<file path="src/inc/owire_pkg.sv">
// constants for the single-wire bus master: register map, fields,
// interrupt bits, reset values and slot timing
// assumes a 200 MHz pclk; all timing is counted in 250 ns ticks
package owire_pkg;
  // register byte offsets
  localparam logic [7:0] CTRL_OFS   = 8'h00;
  localparam logic [7:0] CFG_OFS    = 8'h04;
  localparam logic [7:0] TXDATA_OFS = 8'h08;
  localparam logic [7:0] RXDATA_OFS = 8'h0c;
  localparam logic [7:0] STATUS_OFS = 8'h10;
  localparam logic [7:0] RIS_OFS    = 8'h14;
  localparam logic [7:0] MASK_OFS   = 8'h18;
  localparam logic [7:0] MIS_OFS    = 8'h1c;
  // control fields
  localparam int OP_RESET_BIT = 0;
  localparam int OP_WRITE_BIT = 1;
  localparam int OP_READ_BIT  = 2;
  localparam int BITCNT_LSB   = 16;
  localparam int BITCNT_W     = 6;
  localparam logic [5:0] BITCNT_MAX = 6'h20;
  // config fields
  localparam int FAST_BIT = 0;
  localparam int LATE_BIT = 1;
  // status fields
  localparam int BUSY_BIT   = 0;
  localparam int NOPRES_BIT = 1;
  localparam int STUCK_BIT  = 2;
  // interrupt bits, shared by raw, mask and masked registers
  localparam int IRQ_W           = 5;
  localparam int IRQ_RESET_BIT   = 0;
  localparam int IRQ_OPDONE_BIT  = 1;
  localparam int IRQ_NOPRES_BIT  = 2;
  localparam int IRQ_STUCK_BIT   = 3;
  localparam int IRQ_DMA_BIT     = 4;
  // reset values
  localparam logic [31:0] RXDATA_RST = 32'hffffffff;
  localparam logic [31:0] ZERO_RST   = 32'h00000000;
  // clock and tick
  localparam int CLK_NS   = 5;
  localparam int TICK_NS  = 250;
  localparam int TICK_CYC = TICK_NS / CLK_NS;
  // standard speed times in ns
  localparam int STD_RST_LOW_NS  = 480000;
  localparam int STD_PRES_NS     = 550000;
  localparam int STD_RST_SLOT_NS = 960000;
  localparam int STD_SLOT_NS     = 65000;
  localparam int STD_W1_NS       = 6000;
  localparam int STD_W0_NS       = 60000;
  localparam int STD_RDLOW_NS    = 6000;
  localparam int STD_SMP_NS      = 15000;
  localparam int STD_LATE_NS     = 30000;
  // overdrive speed times in ns
  localparam int FST_RST_LOW_NS  = 70000;
  localparam int FST_PRES_NS     = 78500;
  localparam int FST_RST_SLOT_NS = 140000;
  localparam int FST_SLOT_NS     = 10000;
  localparam int FST_W1_NS       = 1000;
  localparam int FST_W0_NS       = 8000;
  localparam int FST_RDLOW_NS    = 1000;
  localparam int FST_SMP_NS      = 2000;
  localparam int FST_LATE_NS     = 3500;
  // tick counts, rounded up to whole ticks
  localparam int TW = 12;
  localparam logic [11:0] STD_RST_LOW_T  = 12'((STD_RST_LOW_NS+TICK_NS-1)/TICK_NS);
  localparam logic [11:0] STD_PRES_T     = 12'((STD_PRES_NS+TICK_NS-1)/TICK_NS);
  localparam logic [11:0] STD_RST_SLOT_T = 12'((STD_RST_SLOT_NS+TICK_NS-1)/TICK_NS);
  localparam logic [11:0] STD_SLOT_T     = 12'((STD_SLOT_NS+TICK_NS-1)/TICK_NS);
  localparam logic [11:0] STD_W1_T       = 12'((STD_W1_NS+TICK_NS-1)/TICK_NS);
  localparam logic [11:0] STD_W0_T       = 12'((STD_W0_NS+TICK_NS-1)/TICK_NS);
  localparam logic [11:0] STD_RDLOW_T    = 12'((STD_RDLOW_NS+TICK_NS-1)/TICK_NS);
  localparam logic [11:0] STD_SMP_T      = 12'((STD_SMP_NS+TICK_NS-1)/TICK_NS);
  localparam logic [11:0] STD_LATE_T     = 12'((STD_LATE_NS+TICK_NS-1)/TICK_NS);
  localparam logic [11:0] FST_RST_LOW_T  = 12'((FST_RST_LOW_NS+TICK_NS-1)/TICK_NS);
  localparam logic [11:0] FST_PRES_T     = 12'((FST_PRES_NS+TICK_NS-1)/TICK_NS);
  localparam logic [11:0] FST_RST_SLOT_T = 12'((FST_RST_SLOT_NS+TICK_NS-1)/TICK_NS);
  localparam logic [11:0] FST_SLOT_T     = 12'((FST_SLOT_NS+TICK_NS-1)/TICK_NS);
  localparam logic [11:0] FST_W1_T       = 12'((FST_W1_NS+TICK_NS-1)/TICK_NS);
  localparam logic [11:0] FST_W0_T       = 12'((FST_W0_NS+TICK_NS-1)/TICK_NS);
  localparam logic [11:0] FST_RDLOW_T    = 12'((FST_RDLOW_NS+TICK_NS-1)/TICK_NS);
  localparam logic [11:0] FST_SMP_T      = 12'((FST_SMP_NS+TICK_NS-1)/TICK_NS);
  localparam logic [11:0] FST_LATE_T     = 12'((FST_LATE_NS+TICK_NS-1)/TICK_NS);
  // bus sequencer states
  typedef enum logic [1:0] {ST_IDLE, ST_RESET, ST_WRITE, ST_READ} seq_state_e;
endpackage

</file>
<file path="src/single_wire_bus_master.sv">
// single-wire open-drain bus master with an APB register port
// assumes pclk at 200 MHz, line pin pulled up outside, and a dma_done
// pulse from the system DMA engine on the same clock
`timescale 1ns/100ps

// Overview of operation
// transaction takes any mix of reset/write/read
// write phase finishes before read phase starts
// bit count 1..32, only those bits move
// software checks idle before starting; busy start ignored
// flag reset done and operation done
// flag missing presence pulse after reset
// flag line held low by someone else
// flag completion of DMA sequence
// raw and masked interrupt status readable
// flags stay until software clears them
// read bits default to one
// busy, no-presence and stuck level status bits
// selectable fast timing and late sampling
// bits move least significant first
module single_wire_bus_master #(
  parameter int TICK_CYC = owire_pkg::TICK_CYC
) (
  input  wire logic        pclk,
  input  wire logic        presetn,
  input  wire logic        psel,
  input  wire logic        penable,
  input  wire logic        pwrite,
  input  wire logic [7:0]  paddr,
  input  wire logic [31:0] pwdata,
  output logic      [31:0] prdata,
  output logic             pready,
  output logic             pslverr,
  input  wire logic        line_i,
  output logic             line_o,
  output logic             line_oe,
  input  wire logic        dma_done,
  output logic             irq
);
  // ---- registers ----
  logic [2:0]  op_q;          // requested operations of this transaction
  logic [5:0]  bitcnt_q;      // bits to move, 1..32
  logic        fast_timing_select;
  logic        late_sample_select;
  logic [31:0] tx_q;          // data to write
  logic [31:0] rx_q;          // data read
  logic [4:0]  ris_q;         // raw sticky flags
  logic [4:0]  mask_q;        // interrupt enables
  logic        nopres_q;      // level: last reset saw nobody
  logic        stuck_q;       // level: last check found line low
  logic        present_q;     // presence seen in current reset slot
  logic [4:0]  ev_q;          // one-cycle event pulses into ris
  owire_pkg::seq_state_e state_q;
  logic [11:0] tcnt_q;        // ticks into current slot
  logic [4:0]  bidx_q;        // current bit index

  // ---- sensed line and tick ----
  logic line_s;  // synchronised line level
  logic tick;    // timing enable pulse

  line_sync u_sync (
    .pclk    (pclk),
    .presetn (presetn),
    .din     (line_i),
    .dout_q  (line_s)
  );

  tick_gen #(.DIV(TICK_CYC)) u_tick (
    .pclk    (pclk),
    .presetn (presetn),
    .tick_q  (tick)
  );

  // ---- apb decode ----
  logic        acc;         // access phase with answer due this edge
  logic        wr_en;       // write takes effect now
  logic        hit_ctrl;
  logic        hit_cfg;
  logic        hit_tx;
  logic        hit_rx;
  logic        hit_stat;
  logic        hit_ris;
  logic        hit_mask;
  logic        hit_mis;
  logic        mapped;
  logic [31:0] rd_mux;      // read data selected by address
  logic        bus_active_flag;
  logic [4:0]  mis;         // masked status
  logic [5:0]  cnt_req;     // requested bit count, clamped

  // a single wait state: pready rises in the second access cycle, so the
  // read mux is sampled while the address is known stable
  assign acc      = psel & penable & ~pready;
  assign wr_en    = psel & penable & pready & pwrite & ~pslverr;
  assign hit_ctrl = (paddr == owire_pkg::CTRL_OFS);
  assign hit_cfg  = (paddr == owire_pkg::CFG_OFS);
  assign hit_tx   = (paddr == owire_pkg::TXDATA_OFS);
  assign hit_rx   = (paddr == owire_pkg::RXDATA_OFS);
  assign hit_stat = (paddr == owire_pkg::STATUS_OFS);
  assign hit_ris  = (paddr == owire_pkg::RIS_OFS);
  assign hit_mask = (paddr == owire_pkg::MASK_OFS);
  assign hit_mis  = (paddr == owire_pkg::MIS_OFS);
  assign mapped   = hit_ctrl | hit_cfg | hit_tx | hit_rx | hit_stat |
                    hit_ris | hit_mask | hit_mis;

  assign bus_active_flag = (state_q != owire_pkg::ST_IDLE);
  assign mis = ris_q & mask_q;

  // read mux, unused bits read zero
  always_comb begin
    rd_mux = owire_pkg::ZERO_RST;
    if (hit_ctrl) begin
      rd_mux[2:0]   = op_q;
      rd_mux[owire_pkg::BITCNT_LSB +: owire_pkg::BITCNT_W] = bitcnt_q;
    end else if (hit_cfg) begin
      rd_mux[owire_pkg::FAST_BIT] = fast_timing_select;
      rd_mux[owire_pkg::LATE_BIT] = late_sample_select;
    end else if (hit_tx) begin
      rd_mux = tx_q;
    end else if (hit_rx) begin
      rd_mux = rx_q;
    end else if (hit_stat) begin
      rd_mux[owire_pkg::BUSY_BIT]   = bus_active_flag;
      rd_mux[owire_pkg::NOPRES_BIT] = nopres_q;
      rd_mux[owire_pkg::STUCK_BIT]  = stuck_q;
    end else if (hit_ris) begin
      rd_mux[4:0] = ris_q;
    end else if (hit_mask) begin
      rd_mux[4:0] = mask_q;
    end else if (hit_mis) begin
      rd_mux[4:0] = mis;
    end
  end

  // apb answer: ready, error for unmapped, registered read data
  always_ff @(posedge pclk or negedge presetn) begin
    if (!presetn) begin
      pready  <= 1'b0;
      pslverr <= 1'b0;
      prdata  <= owire_pkg::ZERO_RST;
    end else begin
      pready  <= acc;
      pslverr <= acc & ~mapped;
      if (acc) begin
        prdata <= rd_mux;
      end
    end
  end

  // ---- start of a transaction ----
  logic start;    // accepted control write with some operation
  logic [2:0] op_w;

  // a zero count is taken as one, anything above 32 as 32
  assign cnt_req = (pwdata[owire_pkg::BITCNT_LSB +: owire_pkg::BITCNT_W]
                    == 6'h00) ? 6'h01 :
                   (pwdata[owire_pkg::BITCNT_LSB +: owire_pkg::BITCNT_W]
                    > owire_pkg::BITCNT_MAX) ? owire_pkg::BITCNT_MAX :
                   pwdata[owire_pkg::BITCNT_LSB +: owire_pkg::BITCNT_W];
  assign op_w  = pwdata[2:0];
  // a start while busy is dropped; software is expected to poll busy
  assign start = wr_en & hit_ctrl & (op_w != 3'b000) &
                 ~bus_active_flag;

  // control and config registers
  always_ff @(posedge pclk or negedge presetn) begin
    if (!presetn) begin
      op_q               <= 3'b000;
      bitcnt_q           <= owire_pkg::BITCNT_MAX;
      fast_timing_select <= 1'b0;
      late_sample_select <= 1'b0;
      tx_q               <= owire_pkg::ZERO_RST;
      mask_q             <= 5'h00;
    end else begin
      if (start) begin
        op_q     <= op_w;
        bitcnt_q <= cnt_req;
      end
      if (wr_en & hit_cfg) begin
        fast_timing_select <= pwdata[owire_pkg::FAST_BIT];
        late_sample_select <= pwdata[owire_pkg::LATE_BIT];
      end
      if (wr_en & hit_tx) begin
        tx_q <= pwdata;
      end
      if (wr_en & hit_mask) begin
        mask_q <= pwdata[4:0];
      end
    end
  end

  // ---- timing selection ----
  logic [11:0] t_rlow;   // reset low length
  logic [11:0] t_pres;   // presence sample point
  logic [11:0] t_rslot;  // reset slot end
  logic [11:0] t_slot;   // bit slot end
  logic [11:0] t_w1;     // low length for a one
  logic [11:0] t_w0;     // low length for a zero
  logic [11:0] t_rdlow;  // low length opening a read slot
  logic [11:0] t_smp;    // read sample point
  logic [11:0] t_low;    // low length of the current slot
  logic [11:0] t_end;    // end of the current slot
  logic        last_bit; // current bit is the final one

  assign t_rlow  = fast_timing_select ? owire_pkg::FST_RST_LOW_T
                                      : owire_pkg::STD_RST_LOW_T;
  assign t_pres  = fast_timing_select ? owire_pkg::FST_PRES_T
                                      : owire_pkg::STD_PRES_T;
  assign t_rslot = fast_timing_select ? owire_pkg::FST_RST_SLOT_T
                                      : owire_pkg::STD_RST_SLOT_T;
  assign t_slot  = fast_timing_select ? owire_pkg::FST_SLOT_T
                                      : owire_pkg::STD_SLOT_T;
  assign t_w1    = fast_timing_select ? owire_pkg::FST_W1_T
                                      : owire_pkg::STD_W1_T;
  assign t_w0    = fast_timing_select ? owire_pkg::FST_W0_T
                                      : owire_pkg::STD_W0_T;
  assign t_rdlow = fast_timing_select ? owire_pkg::FST_RDLOW_T
                                      : owire_pkg::STD_RDLOW_T;
  assign t_smp   = fast_timing_select ?
                   (late_sample_select ? owire_pkg::FST_LATE_T
                                       : owire_pkg::FST_SMP_T) :
                   (late_sample_select ? owire_pkg::STD_LATE_T
                                       : owire_pkg::STD_SMP_T);

  // low time and end of slot for whatever slot is running
  assign t_low = (state_q == owire_pkg::ST_RESET) ? t_rlow :
                 (state_q == owire_pkg::ST_READ)  ? t_rdlow :
                 (tx_q[bidx_q] ? t_w1 : t_w0);
  assign t_end = (state_q == owire_pkg::ST_RESET) ? t_rslot : t_slot;
  assign last_bit = ({1'b0, bidx_q} == bitcnt_q - 6'h01);

  // ---- bus sequencer ----
  // tick 0 of each slot is a check that the line is high before we
  // pull it; a low line there cannot be ours and aborts the transaction
  always_ff @(posedge pclk or negedge presetn) begin
    if (!presetn) begin
      state_q   <= owire_pkg::ST_IDLE;
      tcnt_q    <= 12'h000;
      bidx_q    <= 5'h00;
      rx_q      <= owire_pkg::RXDATA_RST;
      present_q <= 1'b0;
      nopres_q  <= 1'b0;
      stuck_q   <= 1'b0;
      ev_q      <= 5'h00;
    end else begin
      ev_q <= 5'h00;
      ev_q[owire_pkg::IRQ_DMA_BIT] <= dma_done;
      case (state_q)
        owire_pkg::ST_IDLE: begin
          if (start) begin
            tcnt_q    <= 12'h000;
            bidx_q    <= 5'h00;
            present_q <= 1'b0;
            nopres_q  <= 1'b0;
            stuck_q   <= 1'b0;
            if (op_w[owire_pkg::OP_READ_BIT]) begin
              rx_q <= owire_pkg::RXDATA_RST;
            end
            // order: reset, then write, then read
            if (op_w[owire_pkg::OP_RESET_BIT]) begin
              state_q <= owire_pkg::ST_RESET;
            end else if (op_w[owire_pkg::OP_WRITE_BIT]) begin
              state_q <= owire_pkg::ST_WRITE;
            end else begin
              state_q <= owire_pkg::ST_READ;
            end
          end
        end
        default: begin
          if (tick) begin
            if (tcnt_q == 12'h000 && !line_s) begin
              // line low before we drive it: held by a slave or short
              stuck_q <= 1'b1;
              ev_q[owire_pkg::IRQ_STUCK_BIT] <= 1'b1;
              state_q <= owire_pkg::ST_IDLE;
            end else if (tcnt_q == t_end) begin
              tcnt_q <= 12'h000;
              if (state_q == owire_pkg::ST_RESET) begin
                ev_q[owire_pkg::IRQ_RESET_BIT] <= 1'b1;
                if (!present_q) begin
                  // no one answered, so nothing follows the reset
                  nopres_q <= 1'b1;
                  ev_q[owire_pkg::IRQ_NOPRES_BIT] <= 1'b1;
                  state_q <= owire_pkg::ST_IDLE;
                end else if (op_q[owire_pkg::OP_WRITE_BIT]) begin
                  state_q <= owire_pkg::ST_WRITE;
                end else if (op_q[owire_pkg::OP_READ_BIT]) begin
                  state_q <= owire_pkg::ST_READ;
                end else begin
                  state_q <= owire_pkg::ST_IDLE;
                end
              end else if (!last_bit) begin
                bidx_q <= bidx_q + 5'h01;
              end else if (state_q == owire_pkg::ST_WRITE &&
                           op_q[owire_pkg::OP_READ_BIT]) begin
                bidx_q  <= 5'h00;
                state_q <= owire_pkg::ST_READ;
              end else begin
                ev_q[owire_pkg::IRQ_OPDONE_BIT] <= 1'b1;
                state_q <= owire_pkg::ST_IDLE;
              end
            end else begin
              tcnt_q <= tcnt_q + 12'h001;
              if (state_q == owire_pkg::ST_RESET && tcnt_q == t_pres &&
                  !line_s) begin
                present_q <= 1'b1;
              end
              if (state_q == owire_pkg::ST_READ && tcnt_q == t_smp) begin
                rx_q[bidx_q] <= line_s;
              end
            end
          end
        end
      endcase
    end
  end

  // ---- line driver ----
  // open drain: data is always low, only the enable moves
  always_ff @(posedge pclk or negedge presetn) begin
    if (!presetn) begin
      line_o  <= 1'b0;
      line_oe <= 1'b0;
    end else begin
      line_o  <= 1'b0;
      line_oe <= bus_active_flag && tcnt_q != 12'h000 &&
                 tcnt_q <= t_low;
    end
  end

  // ---- interrupt flags ----
  // a new event wins over a clear written in the same cycle
  logic [4:0] clr; // write-one-to-clear mask

  assign clr = (wr_en & hit_ris) ? pwdata[4:0] : 5'h00;

  always_ff @(posedge pclk or negedge presetn) begin
    if (!presetn) begin
      ris_q <= 5'h00;
      irq   <= 1'b0;
    end else begin
      ris_q <= (ris_q & ~clr) | ev_q;
      irq   <= |mis;
    end
  end
endmodule // single_wire_bus_master

</file>
<file path="src/tick_gen.sv">
// tick divider: one-cycle enable pulse every DIV clocks
// assumes a free-running pclk and an asynchronous active-low reset
`timescale 1ns/100ps
module tick_gen #(
  parameter int DIV = owire_pkg::TICK_CYC
) (
  input  wire logic pclk,
  input  wire logic presetn,
  output logic      tick_q
);
  logic [15:0] cnt_q;  // cycles since last tick
  logic        wrap;   // divider reached its end

  assign wrap = (cnt_q == 16'(DIV - 1));

  // count up and wrap, pulsing the tick on the wrap
  always_ff @(posedge pclk or negedge presetn) begin
    if (!presetn) begin
      cnt_q  <= 16'h0000;
      tick_q <= 1'b0;
    end else begin
      cnt_q  <= wrap ? 16'h0000 : cnt_q + 16'h0001;
      tick_q <= wrap;
    end
  end
endmodule // tick_gen

</file>
<file path="src/line_sync.sv">
// two-flop synchroniser for the bus line sensed at the pin
// assumes the pin is asynchronous to pclk
`timescale 1ns/100ps
module line_sync (
  input  wire logic pclk,
  input  wire logic presetn,
  input  wire logic din,
  output logic      dout_q
);
  logic meta_q;  // first stage, read only by the second

  // idle bus is high, so both stages reset high
  always_ff @(posedge pclk or negedge presetn) begin
    if (!presetn) begin
      meta_q <= 1'b1;
      dout_q <= 1'b1;
    end else begin
      meta_q <= din;
      dout_q <= meta_q;
    end
  end
endmodule // line_sync

</file>
<file path="config.mk">
export PLATFORM = sky130hd
export DESIGN_NAME = single_wire_bus_master
export DESIGN_NICKNAME = d
export VERILOG_FILES = /design/src/inc/owire_pkg.sv /design/src/single_wire_bus_master.sv /design/src/tick_gen.sv /design/src/line_sync.sv
export SDC_FILE = /design/constraint.sdc
export NUM_CORES = 1
export LEC_CHECK = 0
export ABC_AREA = 1
export BUFFER_PORTS_ARGS = -buffer_cell sky130_fd_sc_hd__buf_2
export CAP_MARGIN = 20
export CORE_UTILIZATION = 65
export CTS_BUF_LIST = sky130_fd_sc_hd__clkbuf_16
export CTS_CLUSTER_SIZE = 24
export DETAILED_ROUTE_END_ITERATION = 8
export PLACE_DENSITY = 0.86
export SYNTH_ARGS = -nofsm -noshare
export SYNTH_HDL_FRONTEND = slang
export SYNTH_HIERARCHICAL = 1
export SYNTH_SLANG_ARGS = --single-unit
</file>
<file path="constraint.sdc">
create_clock -name pclk -period 7.85 [get_ports pclk]
set_input_delay 0.785 -clock pclk [delete_from_list [all_inputs] [get_ports pclk]]
set_output_delay 0.785 -clock pclk [all_outputs]
set_load 0.005 [all_outputs]
</file>
==> impl_metrics.py, run 1 <==
metrics = {
    "timing": {
        "fin_ws_ns": 4.62,
        "finalCritPeriodShare_pct": 41.1,
        "tns_ns": 0,
        "final_max_slew_viol_count": 0,
        "whs_ns": 0.357,
        "max_slew.worst_pin.slew_ns": 1.03,
        "timing.fmax_mhz": 310,
        "fin_skew_ns": 0.0107,
        "finalHoldViolations": 0,
        "slew-limit-headroom_pct": 31.1,
        "finalSetupViolCount": 0,
        "post-route-min-period_ns": 3.23,
        "rsz0062_at_grt": "false",
    },
    "die": {
        "core_sq_mm": 0.0140,
        "pin_count": 84,
        "start_util_pct": 67.5,
        "fp.dieW_um": 123,
        "fp.dieH_um": 123,
        "dieArea_sq_mm": 0.0151,
        "rows": 43,
    },
    "clocking": {
        "path_clk_slew_ns": 0.06,
        "htree_levels": 4,
        "cts_resized": 0,
        "cts-root-buf": "clkbuf_16",
        "cts_tree": "built",
        "postCtsHoldBufs": 0,
        "numCtsBuffers": 17,
        "clk_latency_ns": 0.44,
        "post_cts_buffers": 0,
        "cts_sinks": 167,
        "cts.path.max_buffers": 2,
    },
    "layout": {
        "multi_input_area_sq_mm": 0.00431,
        "area_delta_synth_final_pct": 11.1,
        "fin_nets": 1373,
        "fillers": 1061,
        "stdcell_area_sq_mm": 0.0105,
        "drive_above_1_share_pct": 15.8,
        "antennaDiodeCount": 0,
        "final-seq-area_sq_mm": 0.00422,
    },
    "grt": {
        "grt_pass1_vias": 8339,
        "overflow": 0,
        "grt.total_usage_pct": 34.1,
        "grt_max_degree": 94,
        "grt_pass1_wl_um": 39500,
        "grt_antenna_before_repair": 1,
    },
    "worst_setup_path": {
        "crit_type": "reg2reg",
        "worst_setup_path_start_kind": "flip-flop",
        "crit_required_ns": 8.16,
        "cp_data_arrival_time_ns": 3.54,
        "end_kind": "flip-flop",
        "path_max_fanout": 18,
    },
    "synthesis": {
        "yosys_warnings": 6,
        "synth-seq-cells": 167,
        "avgSynthCellArea_sq_um": 7.68,
        "syn-cell-area_sq_mm": 0.00948,
        "synth_nets": 1306,
        "synth_seq_area_share_pct": 44.5,
        "postSynthCellCount": 1235,
        "synth_cell_types": 45,
    },
    "hold_path": {
        "hp-class": "reg2reg",
    },
    "placement": {
        "placed_cell_area_sq_mm": 0.00998,
        "dp_hpwl_um": 16600,
        "dpl_worst_slack_ns": 4.43,
        "port_buffers": 82,
        "gp_congestion": 0.975,
    },
    "status": {
        "outcome": "finished, final reports clean",
    },
    "pwr": {
        "p_total_mw": 1.70,
        "p_clk_share_pct": 44.9,
        "p_comb_share_pct": 3.9,
        "leakage_nw": 5.23,
        "power_frac_seq_pct": 51.2,
        "intPower_mw": 1.29,
        "peakVddDrop_mv": 0.157,
        "switching_power_mw": 0.409,
        "power_density_mw_per_mm2": 161,
        "switching_share_pct": 24.1,
    },
    "detailed_routing": {
        "wire_per_inst_um": 16.2,
        "remaining_drc_errors": 0,
        "via_count": 8641,
        "drt_iter0_drc": 745,
        "avgViaCountPerCell": 5.78,
        "drt_wl_total_um": 24200,
        "first_pass_iters": 6,
        "antenna_left": 0,
    },
    "run": {
        "drv_cap": 0,
    },
}
[final cells by class]
class | count | area share (%)
Multi-Input combinational cell | 829 | 40.9
Sequential cell | 167 | 40.1
Inverter | 197 | 7.02
Timing Repair Buffer | 90 | 4.90
Clock buffer | 17 | 4.04
Tap cell | 180 | 2.14
Clock inverter | 15 | 0.985
[final timing paths]
check                                   start              end  slack (ns)  cells after the start
worst max register to register      bidx_q[1]          line_oe        4.62                     16
min in group asynchronous             presetn          ev_q[4]        0.38                      1
worst max-delay path                bidx_q[1]          line_oe        4.62                     16
max in group asynchronous             presetn  u_tick/cnt_q[7]        6.01                      2
worst min-delay path            u_sync/meta_q    u_sync/dout_q        0.36                      0
worst min register to register  u_sync/meta_q    u_sync/dout_q        0.36                      0
[worst max-delay path, cell delays in order (launching register included)]
cell	delay, ns
dfrtp_1	0.85
inv_1	0.36
a21oi_1	0.20
o21ai_0	0.10
nand2_1	0.10
nand2_1	0.05
nand2_1	0.07
nor2_1	0.06
nand3_1	0.21
inv_1	0.08
o21ai_0	0.17
ha_1	0.17
inv_1	0.06
nor3_1	0.24
o211ai_1	0.14
o2111ai_1	0.13
a21oi_1	0.10
[cell families (layout without fill, tap and decap cells)]
kind of cell,Yosys count,count (layout),synth area share [%]
AND/OR/NAND/NOR,530,530,24.9
AO/OA/AOI/OAI,243,243,14.1
buffers and inverters,239,319,10.1
flip-flops,167,167,44.5
adder cells (fa/ha/maj),24,24,3.17
XOR/XNOR,18,18,1.66
multiplexers,13,13,1.54
other,1,1,0.0395
[cells in the final DEF, fill, tap and decap left out, types with 3 or more instances in the layout]
cell type	instances
nand2_1	282
inv_1	191
dfrtp_1	132
o21ai_0	120
nor2_1	104
buf_2	81
nand3_1	68
a21oi_1	45
dfstp_2	35
o21ai_1	32
ha_1	24
nand4_1	18
clkbuf_16	17
nor3_1	15
o22ai_1	14
xor2_1	13
a22oi_1	13
mux2_2	13
nand3_2	12
nand2_2	8
o211ai_1	6
nor4_1	6
buf_4	6
inv_2	5
xnor2_1	5
clkinv_1	4
nor2_4	4
o21bai_1	4
inv_6	4
clkinvlp_4	4
nand2_4	3
a221oi_1	3
nor2_2	3
[sequential cells by signal, summed over array words and instances (netlist names), 2 cells and up]
register,flops
bidx_q,5
rx_q,32
bitcnt_q,6
tx_q,32
mask_q,5
prdata,32
ev_q,5
state_q,2
op_q,3
u_tick/cnt_q,16
tcnt_q,12
ris_q,5
[per-stage QoR]
step | utilization [%] | std cells
floorplan | - | 1235
global placement | 70.9 | 1461
detailed placement | 71.1 | 1462
CTS | 74.9 | 1494
global route | 75.1 | 1495
finish | 75.1 | 1495
[synth_stat cells, drive strengths merged]
| master | number | area (sq um) |
|---|---|---|
| a22oi | 13 | 97.6 |
| xnor2 | 5 | 43.8 |
| clkinv | 2 | 7.51 |
| o2111ai | 1 | 8.76 |
| o21ai | 152 | 761 |
| nor3b | 2 | 15.0 |
| mux2 | 13 | 146 |
| or2 | 1 | 6.26 |
| ha | 24 | 300 |
| o22ai | 14 | 87.6 |
| a211oi | 1 | 12.5 |
| a221oi | 3 | 26.3 |
| nand4 | 18 | 113 |
| clkbuf | 23 | 87.6 |
| a21oi | 46 | 241 |
| nor4 | 6 | 37.5 |
| nor2 | 112 | 474 |
| dfrtp | 132 | 3300 |
| nand3 | 81 | 478 |
| o31ai | 2 | 15.0 |
| inv | 195 | 732 |
| conb | 1 | 3.75 |
| a32oi | 1 | 8.76 |
| nand2 | 293 | 1140 |
| o211ai | 6 | 45.0 |
| o21bai | 4 | 30.0 |
| dfstp | 35 | 920 |
| xor2 | 13 | 114 |
| buf | 19 | 131 |
| and3 | 1 | 6.26 |
| nor3 | 16 | 91.3 |
[power by group through the flow]
stage	Sequential (mW)	Clock (mW)	Combinational, mW
2_1_floorplan	0.885	0	0.0246
5_1_grt	0.870	0.804	0.0757
3_5_place_dp	0.885	0	0.0669
4_1_cts	0.870	0.767	0.0675
6_report	0.870	0.762	0.0669
3_3_place_gp	0.885	0	0.0641
[layer usage]
layer | vias up | global-route usage, % | routed length, um | part of all wire, %
met5 | - | 0 | 13 | 0.054
met4 | 2 | 16.1 | 810 | 3.4
met3 | 85 | 6.55 | 1820 | 7.5
met2 | 416 | 54.6 | 11300 | 47
met1 | 4016 | 44.5 | 10200 | 42
li1 | 4122 | - | - | -
(Power assumes the default switching activity.)
==> run 2: changes to the inputs <==
--- a/config.mk
+++ b/config.mk
@@ -8,11 +8,11 @@
 export ABC_AREA = 1
 export BUFFER_PORTS_ARGS = -buffer_cell sky130_fd_sc_hd__buf_2
 export CAP_MARGIN = 20
-export CORE_UTILIZATION = 65
+export CORE_UTILIZATION = 55
 export CTS_BUF_LIST = sky130_fd_sc_hd__clkbuf_16
 export CTS_CLUSTER_SIZE = 24
 export DETAILED_ROUTE_END_ITERATION = 8
-export PLACE_DENSITY = 0.86
+export PLACE_DENSITY = 0.77
 export SYNTH_ARGS = -nofsm -noshare
 export SYNTH_HDL_FRONTEND = slang
 export SYNTH_HIERARCHICAL = 1
==> constraint.sdc (replaced) <==
create_clock -name pclk -period 2.67 [get_ports pclk]
set_input_delay 0.267 -clock pclk [delete_from_list [all_inputs] [get_ports pclk]]
set_output_delay 0.267 -clock pclk [all_outputs]
set_load 0.005 [all_outputs]
==> impl_metrics.py, run 2 (synthesis results as in run 1) <==
metrics = {
    "layout": {
        "top_regs": "prdata x32, rx_q x32, tx_q x32",
        "stdcell_area_sq_mm": 0.0109,
        "final_common_cell": "nand2_1",
        "drive_above_1_share_pct": 17.8,
        "area_delta_synth_final_pct": 14.8,
        "final_cell_mix": "nand2_1 (282), inv_1 (189), dfrtp_1 (130)",
        "fin_nets": 1401,
        "final_cells": 1564,
    },
    "worst_setup_path": {
        "end_kind": "flip-flop",
        "crit_required_ns": 2.99,
        "cp_data_arrival_time_ns": 2.82,
        "worst_setup_path_start_kind": "flip-flop",
        "path_max_fanout": 27,
        "slowest_delay_ns": 0.46,
        "cp_slowest_cell": "dfrtp_2",
        "crit_top_cell": "nand2_1",
        "crit_type": "reg2reg",
        "path_cells": "buf_12 > o211ai_1 > nand2_1 > nand2_1 > nand2_1 > nor2_1 > nand3_2 > inv_1 > o21ai_0 > ha_1 > inv_1 > nor3_2 > o211ai_1 > o2111ai_1 > a21oi_1",
    },
    "die": {
        "fp.dieW_um": 133,
        "start_util_pct": 56.8,
        "dieArea_sq_mm": 0.0178,
        "fp.dieH_um": 133,
        "core_sq_mm": 0.0167,
        "rows": 47,
        "pin_count": 84,
    },
    "detailed_routing": {
        "via_count": 8566,
        "avgViaCountPerCell": 5.48,
        "drt_iter0_drc": 861,
        "wire_per_inst_um": 15.6,
        "remaining_drc_errors": 0,
        "antenna_left": 0,
        "first_pass_iters": 6,
        "drt_wl_total_um": 24400,
    },
    "placement": {
        "dp.cells": 1520,
        "gp_congestion": 0.945,
        "port_buffers": 82,
        "dp_hpwl_um": 17600,
        "placed_cell_area_sq_mm": 0.0102,
    },
    "clocking": {
        "cts_tree": "built",
        "cts-root-buf": "clkbuf_16",
        "numCtsBuffers": 17,
        "cts_sinks": 167,
        "path_clk_slew_ns": 0.07,
        "htree_levels": 4,
        "clk_latency_ns": 0.43,
        "cts.path.max_buffers": 2,
    },
    "run": {
        "drv_cap": 0,
    },
    "grt": {
        "top_usage_layer": "met2",
        "met1_usage_pct": 39.2,
        "grtUsageMet2_pct": 46.2,
        "overflow": 0,
        "grt.total_usage_pct": 28.6,
        "grt_pass1_vias": 7989,
        "grt_antenna_before_repair": 1,
        "grt_pass1_wl_um": 39900,
        "grt_max_degree": 62,
        "met3_usage_pct": 5.29,
    },
    "timing": {
        "post-route-min-period_ns": 2.50,
        "finalHoldViolations": 0,
        "final_max_slew_viol_count": 0,
        "finalCritPeriodShare_pct": 93.6,
        "timing.fmax_mhz": 400,
        "finalSetupViolCount": 0,
        "fin_skew_ns": 0.00953,
        "max_slew.worst_pin.slew_ns": 0.979,
        "slew-limit-headroom_pct": 34.5,
    },
    "pwr": {
        "power_density_mw_per_mm2": 476,
        "leakage_nw": 5.39,
        "peakVddDrop_mv": 0.522,
    },
    "hold_path": {
        "hp-class": "in2reg",
    },
    "status": {
        "outcome": "finished, final reports clean",
    },
}
run 2: stage by stage:
step | setup slack (ns) | power, mW | hold slack [ns] | util (%) | setup TNS [ns]
6_report | 0.170 | 5.18 | 0.0554 | 65.2 | 0
3_3_place_gp | 0.182 | 2.80 | 0.289 | 61.0 | 0
5_1_grt | -0.00396 | 5.34 | 0.0508 | 65.2 | -0.00396
2_1_floorplan | 0.155 | 2.67 | -0.0286 | - | 0
3_5_place_dp | 0.0706 | 2.80 | 0.289 | 61.0 | 0
4_1_cts | 0.0562 | 5.22 | 0.0488 | 64.6 | 0
run 2: per-layer routing:
metal / wire length, um / vias up
li1: - / 4182
met1: 10800 / 3992
met2: 11500 / 359
met3: 1790 / 33
met4: 393 / 0
met5: 0 / -
run 2: final timing paths:
kind,from,to,slack [ns],cells after the start
max reg2reg,bidx_q[0],line_oe,0.17,15
min reg2reg,u_sync/meta_q,u_sync/dout_q,0.36,0
max in group asynchronous,presetn,rx_q[31],1.52,3
min in group asynchronous,presetn,ris_q[4],0.39,2
min,pwdata[24],tx_q[24],0.06,2
max,bidx_q[0],line_oe,0.17,15
run 2: power breakdown:
group / switching, mW / leakage [nW] / total (mW) / internal (mW)
Clock: 1.05 / 0.280 / 2.43 / 1.38
Combinational: 0.137 / 3.08 / 0.201 / 0.0643
Sequential: 0.00990 / 2.03 / 2.56 / 2.55
Total: 1.19 / 5.39 / 5.18 / 3.99
run 2: layout make-up:
| type | instances | area [sq um] |
|---|---|---|
| fill | 1472 | 5820 |
| tap | 220 | 275 |
| antenna | 1 | 2.50 |
| inverter | 197 | 743 |
| clock buffer | 17 | 425 |
| timing repair inverter | 1 | 7.51 |
| sequential | 167 | 4230 |
| timing repair buffer | 117 | 737 |
| clock inverter | 15 | 153 |
| multi-input combinational | 829 | 4320 |
run 2: what timing repair did:
| item | in CTS | in global routing |
|---|---|---|
| resized for setup | 0 | 11 |
| hold buffers | 3 | 0 |
| setup endpoints to repair | 0 | 5 |
| buffers inserted | 0 | 7 |
| hold endpoints to repair | 48 | 0 |
run 2: worst max-delay path: cells and delay by family (launching register included):
kind	cells	cell delay, ns
AO/OA/AOI/OAI	5	0.57
adder cells (fa/ha/maj)	1	0.31
buffers and inverters	3	0.34
flip-flops	1	0.46
AND/OR/NAND/NOR	6	0.69
==> run 3: changes to the inputs <==
--- a/config.mk
+++ b/config.mk
@@ -5,10 +5,9 @@
 export SDC_FILE = /design/constraint.sdc
 export NUM_CORES = 1
 export LEC_CHECK = 0
-export ABC_AREA = 1
 export BUFFER_PORTS_ARGS = -buffer_cell sky130_fd_sc_hd__buf_2
 export CAP_MARGIN = 20
-export CORE_UTILIZATION = 55
+export CORE_UTILIZATION = 54
 export CTS_BUF_LIST = sky130_fd_sc_hd__clkbuf_16
 export CTS_CLUSTER_SIZE = 24
 export DETAILED_ROUTE_END_ITERATION = 8
==> impl_metrics.py, run 3 <==
metrics = {
    "pwr": {
        "p_total_mw": 5.39,
        "power_density_mw_per_mm2": 480,
        "leakage_nw": 5.21,
        "peakVddDrop_mv": 0.435,
    },
    "worst_setup_path": {
        "crit_type": "reg2reg",
        "cp_slowest_cell": "mux4_2",
        "end_kind": "flip-flop",
        "r2r_start": "bidx_q[0]",
        "reg2reg_to": "line_oe",
        "path_max_fanout": 11,
        "reg2regPathDepth": 11,
        "worstSetupStartpoint": "bidx_q[0]",
        "rrSetupSlack_ns": -0.36,
        "cp_data_arrival_time_ns": 3.40,
        "path_cells": "buf_6 > mux4_2 > a221oi_2 > o21ai_4 > ha_4 > a21o_1 > a21o_1 > a221oi_2 > o21ai_1 > o21ai_1 > o311a_1",
        "endpoint": "line_oe",
        "crit_required_ns": 3.04,
        "worst_setup_path_start_kind": "flip-flop",
        "slowest_delay_ns": 0.58,
    },
    "status": {
        "outcome": "finished, violations left",
        "violations": "negative setup slack",
    },
    "synthesis": {
        "yosys_warnings": 6,
        "synth_nets": 952,
        "avgSynthCellArea_sq_um": 9.97,
        "synth_cell_types": 70,
        "yosys-top-cells-area": "dfrtp_1 (38%), dfstp_2 (10%), nand2_1 (5.9%)",
        "synth_flop_cell": "dfrtp_1",
        "syn-cell-area_sq_mm": 0.00878,
        "synth_top_area_share_pct": 37.6,
        "synth_edf_count": 0,
        "synthTopCellsByCount": "nand2_1 (138), dfrtp_1 (132), a21oi_1 (75), o21ai_0 (56), mux2_2 (42)",
        "synthArstFlopShare_pct": 100,
        "synth_seq_area_share_pct": 48.1,
        "postSynthCellCount": 881,
        "synth-seq-cells": 167,
        "synth_most_common_cell": "nand2_1",
        "yosys.area.top_type": "dfrtp_1",
    },
    "timing": {
        "rsz0062_at_grt": "true",
        "whs_ns": 0.0584,
        "finalHoldViolations": 0,
        "finalSetupViolCount": 27,
        "max_slew.worst_pin.slew_ns": 1.13,
        "finalCritPeriodShare_pct": 114,
        "timing.fmax_mhz": 330,
        "fin_ws_ns": -0.363,
        "post-route-min-period_ns": 3.03,
        "slew-limit-headroom_pct": 24.5,
        "final_max_slew_viol_count": 0,
        "fin_skew_ns": 0.00912,
    },
    "grt": {
        "grt_pass1_vias": 7199,
        "grt_max_degree": 81,
        "grt_antenna_before_repair": 1,
        "overflow": 0,
        "grt.total_usage_pct": 29.0,
        "grt_pass1_wl_um": 36900,
    },
    "clocking": {
        "cts-root-buf": "clkbuf_16",
        "cts_sinks": 167,
        "clk_latency_ns": 0.44,
        "htree_levels": 4,
        "numCtsBuffers": 17,
        "cts_tree": "built",
        "cts.path.max_buffers": 2,
        "path_clk_slew_ns": 0.07,
    },
    "detailed_routing": {
        "first_pass_iters": 8,
        "drt_iter0_drc": 830,
        "drt_wl_total_um": 25200,
        "avgViaCountPerCell": 6.21,
        "antenna_left": 0,
        "wire_per_inst_um": 20.0,
        "remaining_drc_errors": 0,
        "via_count": 7805,
    },
    "placement": {
        "placed_cell_area_sq_mm": 0.00995,
        "gp_congestion": 0.908,
        "port_buffers": 82,
        "dpl_worst_slack_ns": -0.304,
        "dp_hpwl_um": 15800,
    },
    "die": {
        "fp.dieW_um": 130,
        "fp.dieH_um": 130,
        "core_sq_mm": 0.0159,
        "start_util_pct": 55.3,
        "pin_count": 84,
        "dieArea_sq_mm": 0.0168,
        "rows": 46,
    },
    "layout": {
        "drive_above_1_share_pct": 37.7,
        "final_cell_mix": "nand2_1 (136), dfrtp_1 (131), buf_4 (89)",
        "area_delta_synth_final_pct": 28.0,
        "top_regs": "prdata x32, rx_q x32, tx_q x32",
        "final_common_cell": "nand2_1",
        "final_util_pct": 70.8,
        "stdcell_area_sq_mm": 0.0112,
        "fillers": 1095,
        "fin_nets": 1098,
    },
    "run": {
        "drv_cap": 0,
    },
    "hold_path": {
        "hp-class": "in2reg",
    },
}
## run 3: final cells by class
class / count / area (sq um) / share of cell area (%)
multi-input cells: 630 / 4700 / 41.8
flip-flops and latches: 167 / 4220 / 37.6
repair buffers: 185 / 1310 / 11.7
clock buffers: 17 / 425 / 3.78
inverters: 26 / 97.6 / 0.868
well taps: 216 / 270 / 2.40
clock inverters: 15 / 210 / 1.87
diodes: 1 / 2.50 / 0.0223
## run 3: layer usage
layer | global-route usage (%) | vias to the layer above | part of all wire [%]
li1 | - | 3439 | -
met1 | 36.5 | 3799 | 39
met2 | 48.2 | 448 | 48
met3 | 7.23 | 119 | 8.6
met4 | 11.1 | 0 | 4.3
met5 | 0 | - | 0
## run 3: power breakdown
part	switching (mW)	total (mW)	internal, mW	leakage (nW)
clock	1.03	2.68	1.65	0.318
combinational	0.117	0.172	0.0548	2.74
sequential	0.00449	2.55	2.54	2.16
## run 3: worst min-delay path by stage
stage                   start         to  slack, ns  depth (start not counted)
finish              pwdata[5]    tx_q[5]       0.06                          2
global route        pwdata[6]    tx_q[6]       0.06                          2
CTS                 pwdata[5]    tx_q[5]       0.05                          2
detailed placement    presetn     pready       0.19                          1
global placement      presetn     pready       0.20                          1
floorplan             presetn  bidx_q[0]      -0.03                          0
## run 3: worst max-delay path: cells and delay by family, from the launching register on
kind | cells | cell delay [ns]
flip-flops | 1 | 0.44
multiplexers | 1 | 0.58
buffers and inverters | 1 | 0.20
AO/OA/AOI/OAI | 8 | 1.48
adder cells (fa/ha/maj) | 1 | 0.25
## run 3: what timing repair did
| action | in CTS | in global routing |
|---|---|---|
| pin swaps | 10 | 12 |
| endpoints found under the setup margin | 2 | 50 |
| hold buffers | 3 | 0 |
| hold endpoints to repair | 37 | 0 |
| resized for setup | 12 | 87 |
| setup buffers | 2 | 7 |
| gates cloned | 0 | 3 |
## run 3: kinds of logic (layout without fill, tap and decap cells)
logic type               Yosys count  count (layout)  synth area share (%)
AO/OA/AOI/OAI                    214             214                  15.4
XOR/XNOR                          33              33                  3.29
adder cells (fa/ha/maj)           24              24                  3.42
buffers and inverters             84             243                  4.30
flip-flops                       167             167                  48.1
multiplexers                      52              52                  7.66
other                              1               2                0.0427
AND/OR/NAND/NOR                  306             306                  17.9
## run 3: metrics by stage
step	setup TNS, ns	instances
2_1_floorplan	-0.0977	881
3_3_place_gp	-0.257	1209
3_5_place_dp	-0.304	1209
4_1_cts	-0.236	1246
5_1_grt	-3.88	1256
6_report	-1.40	1257
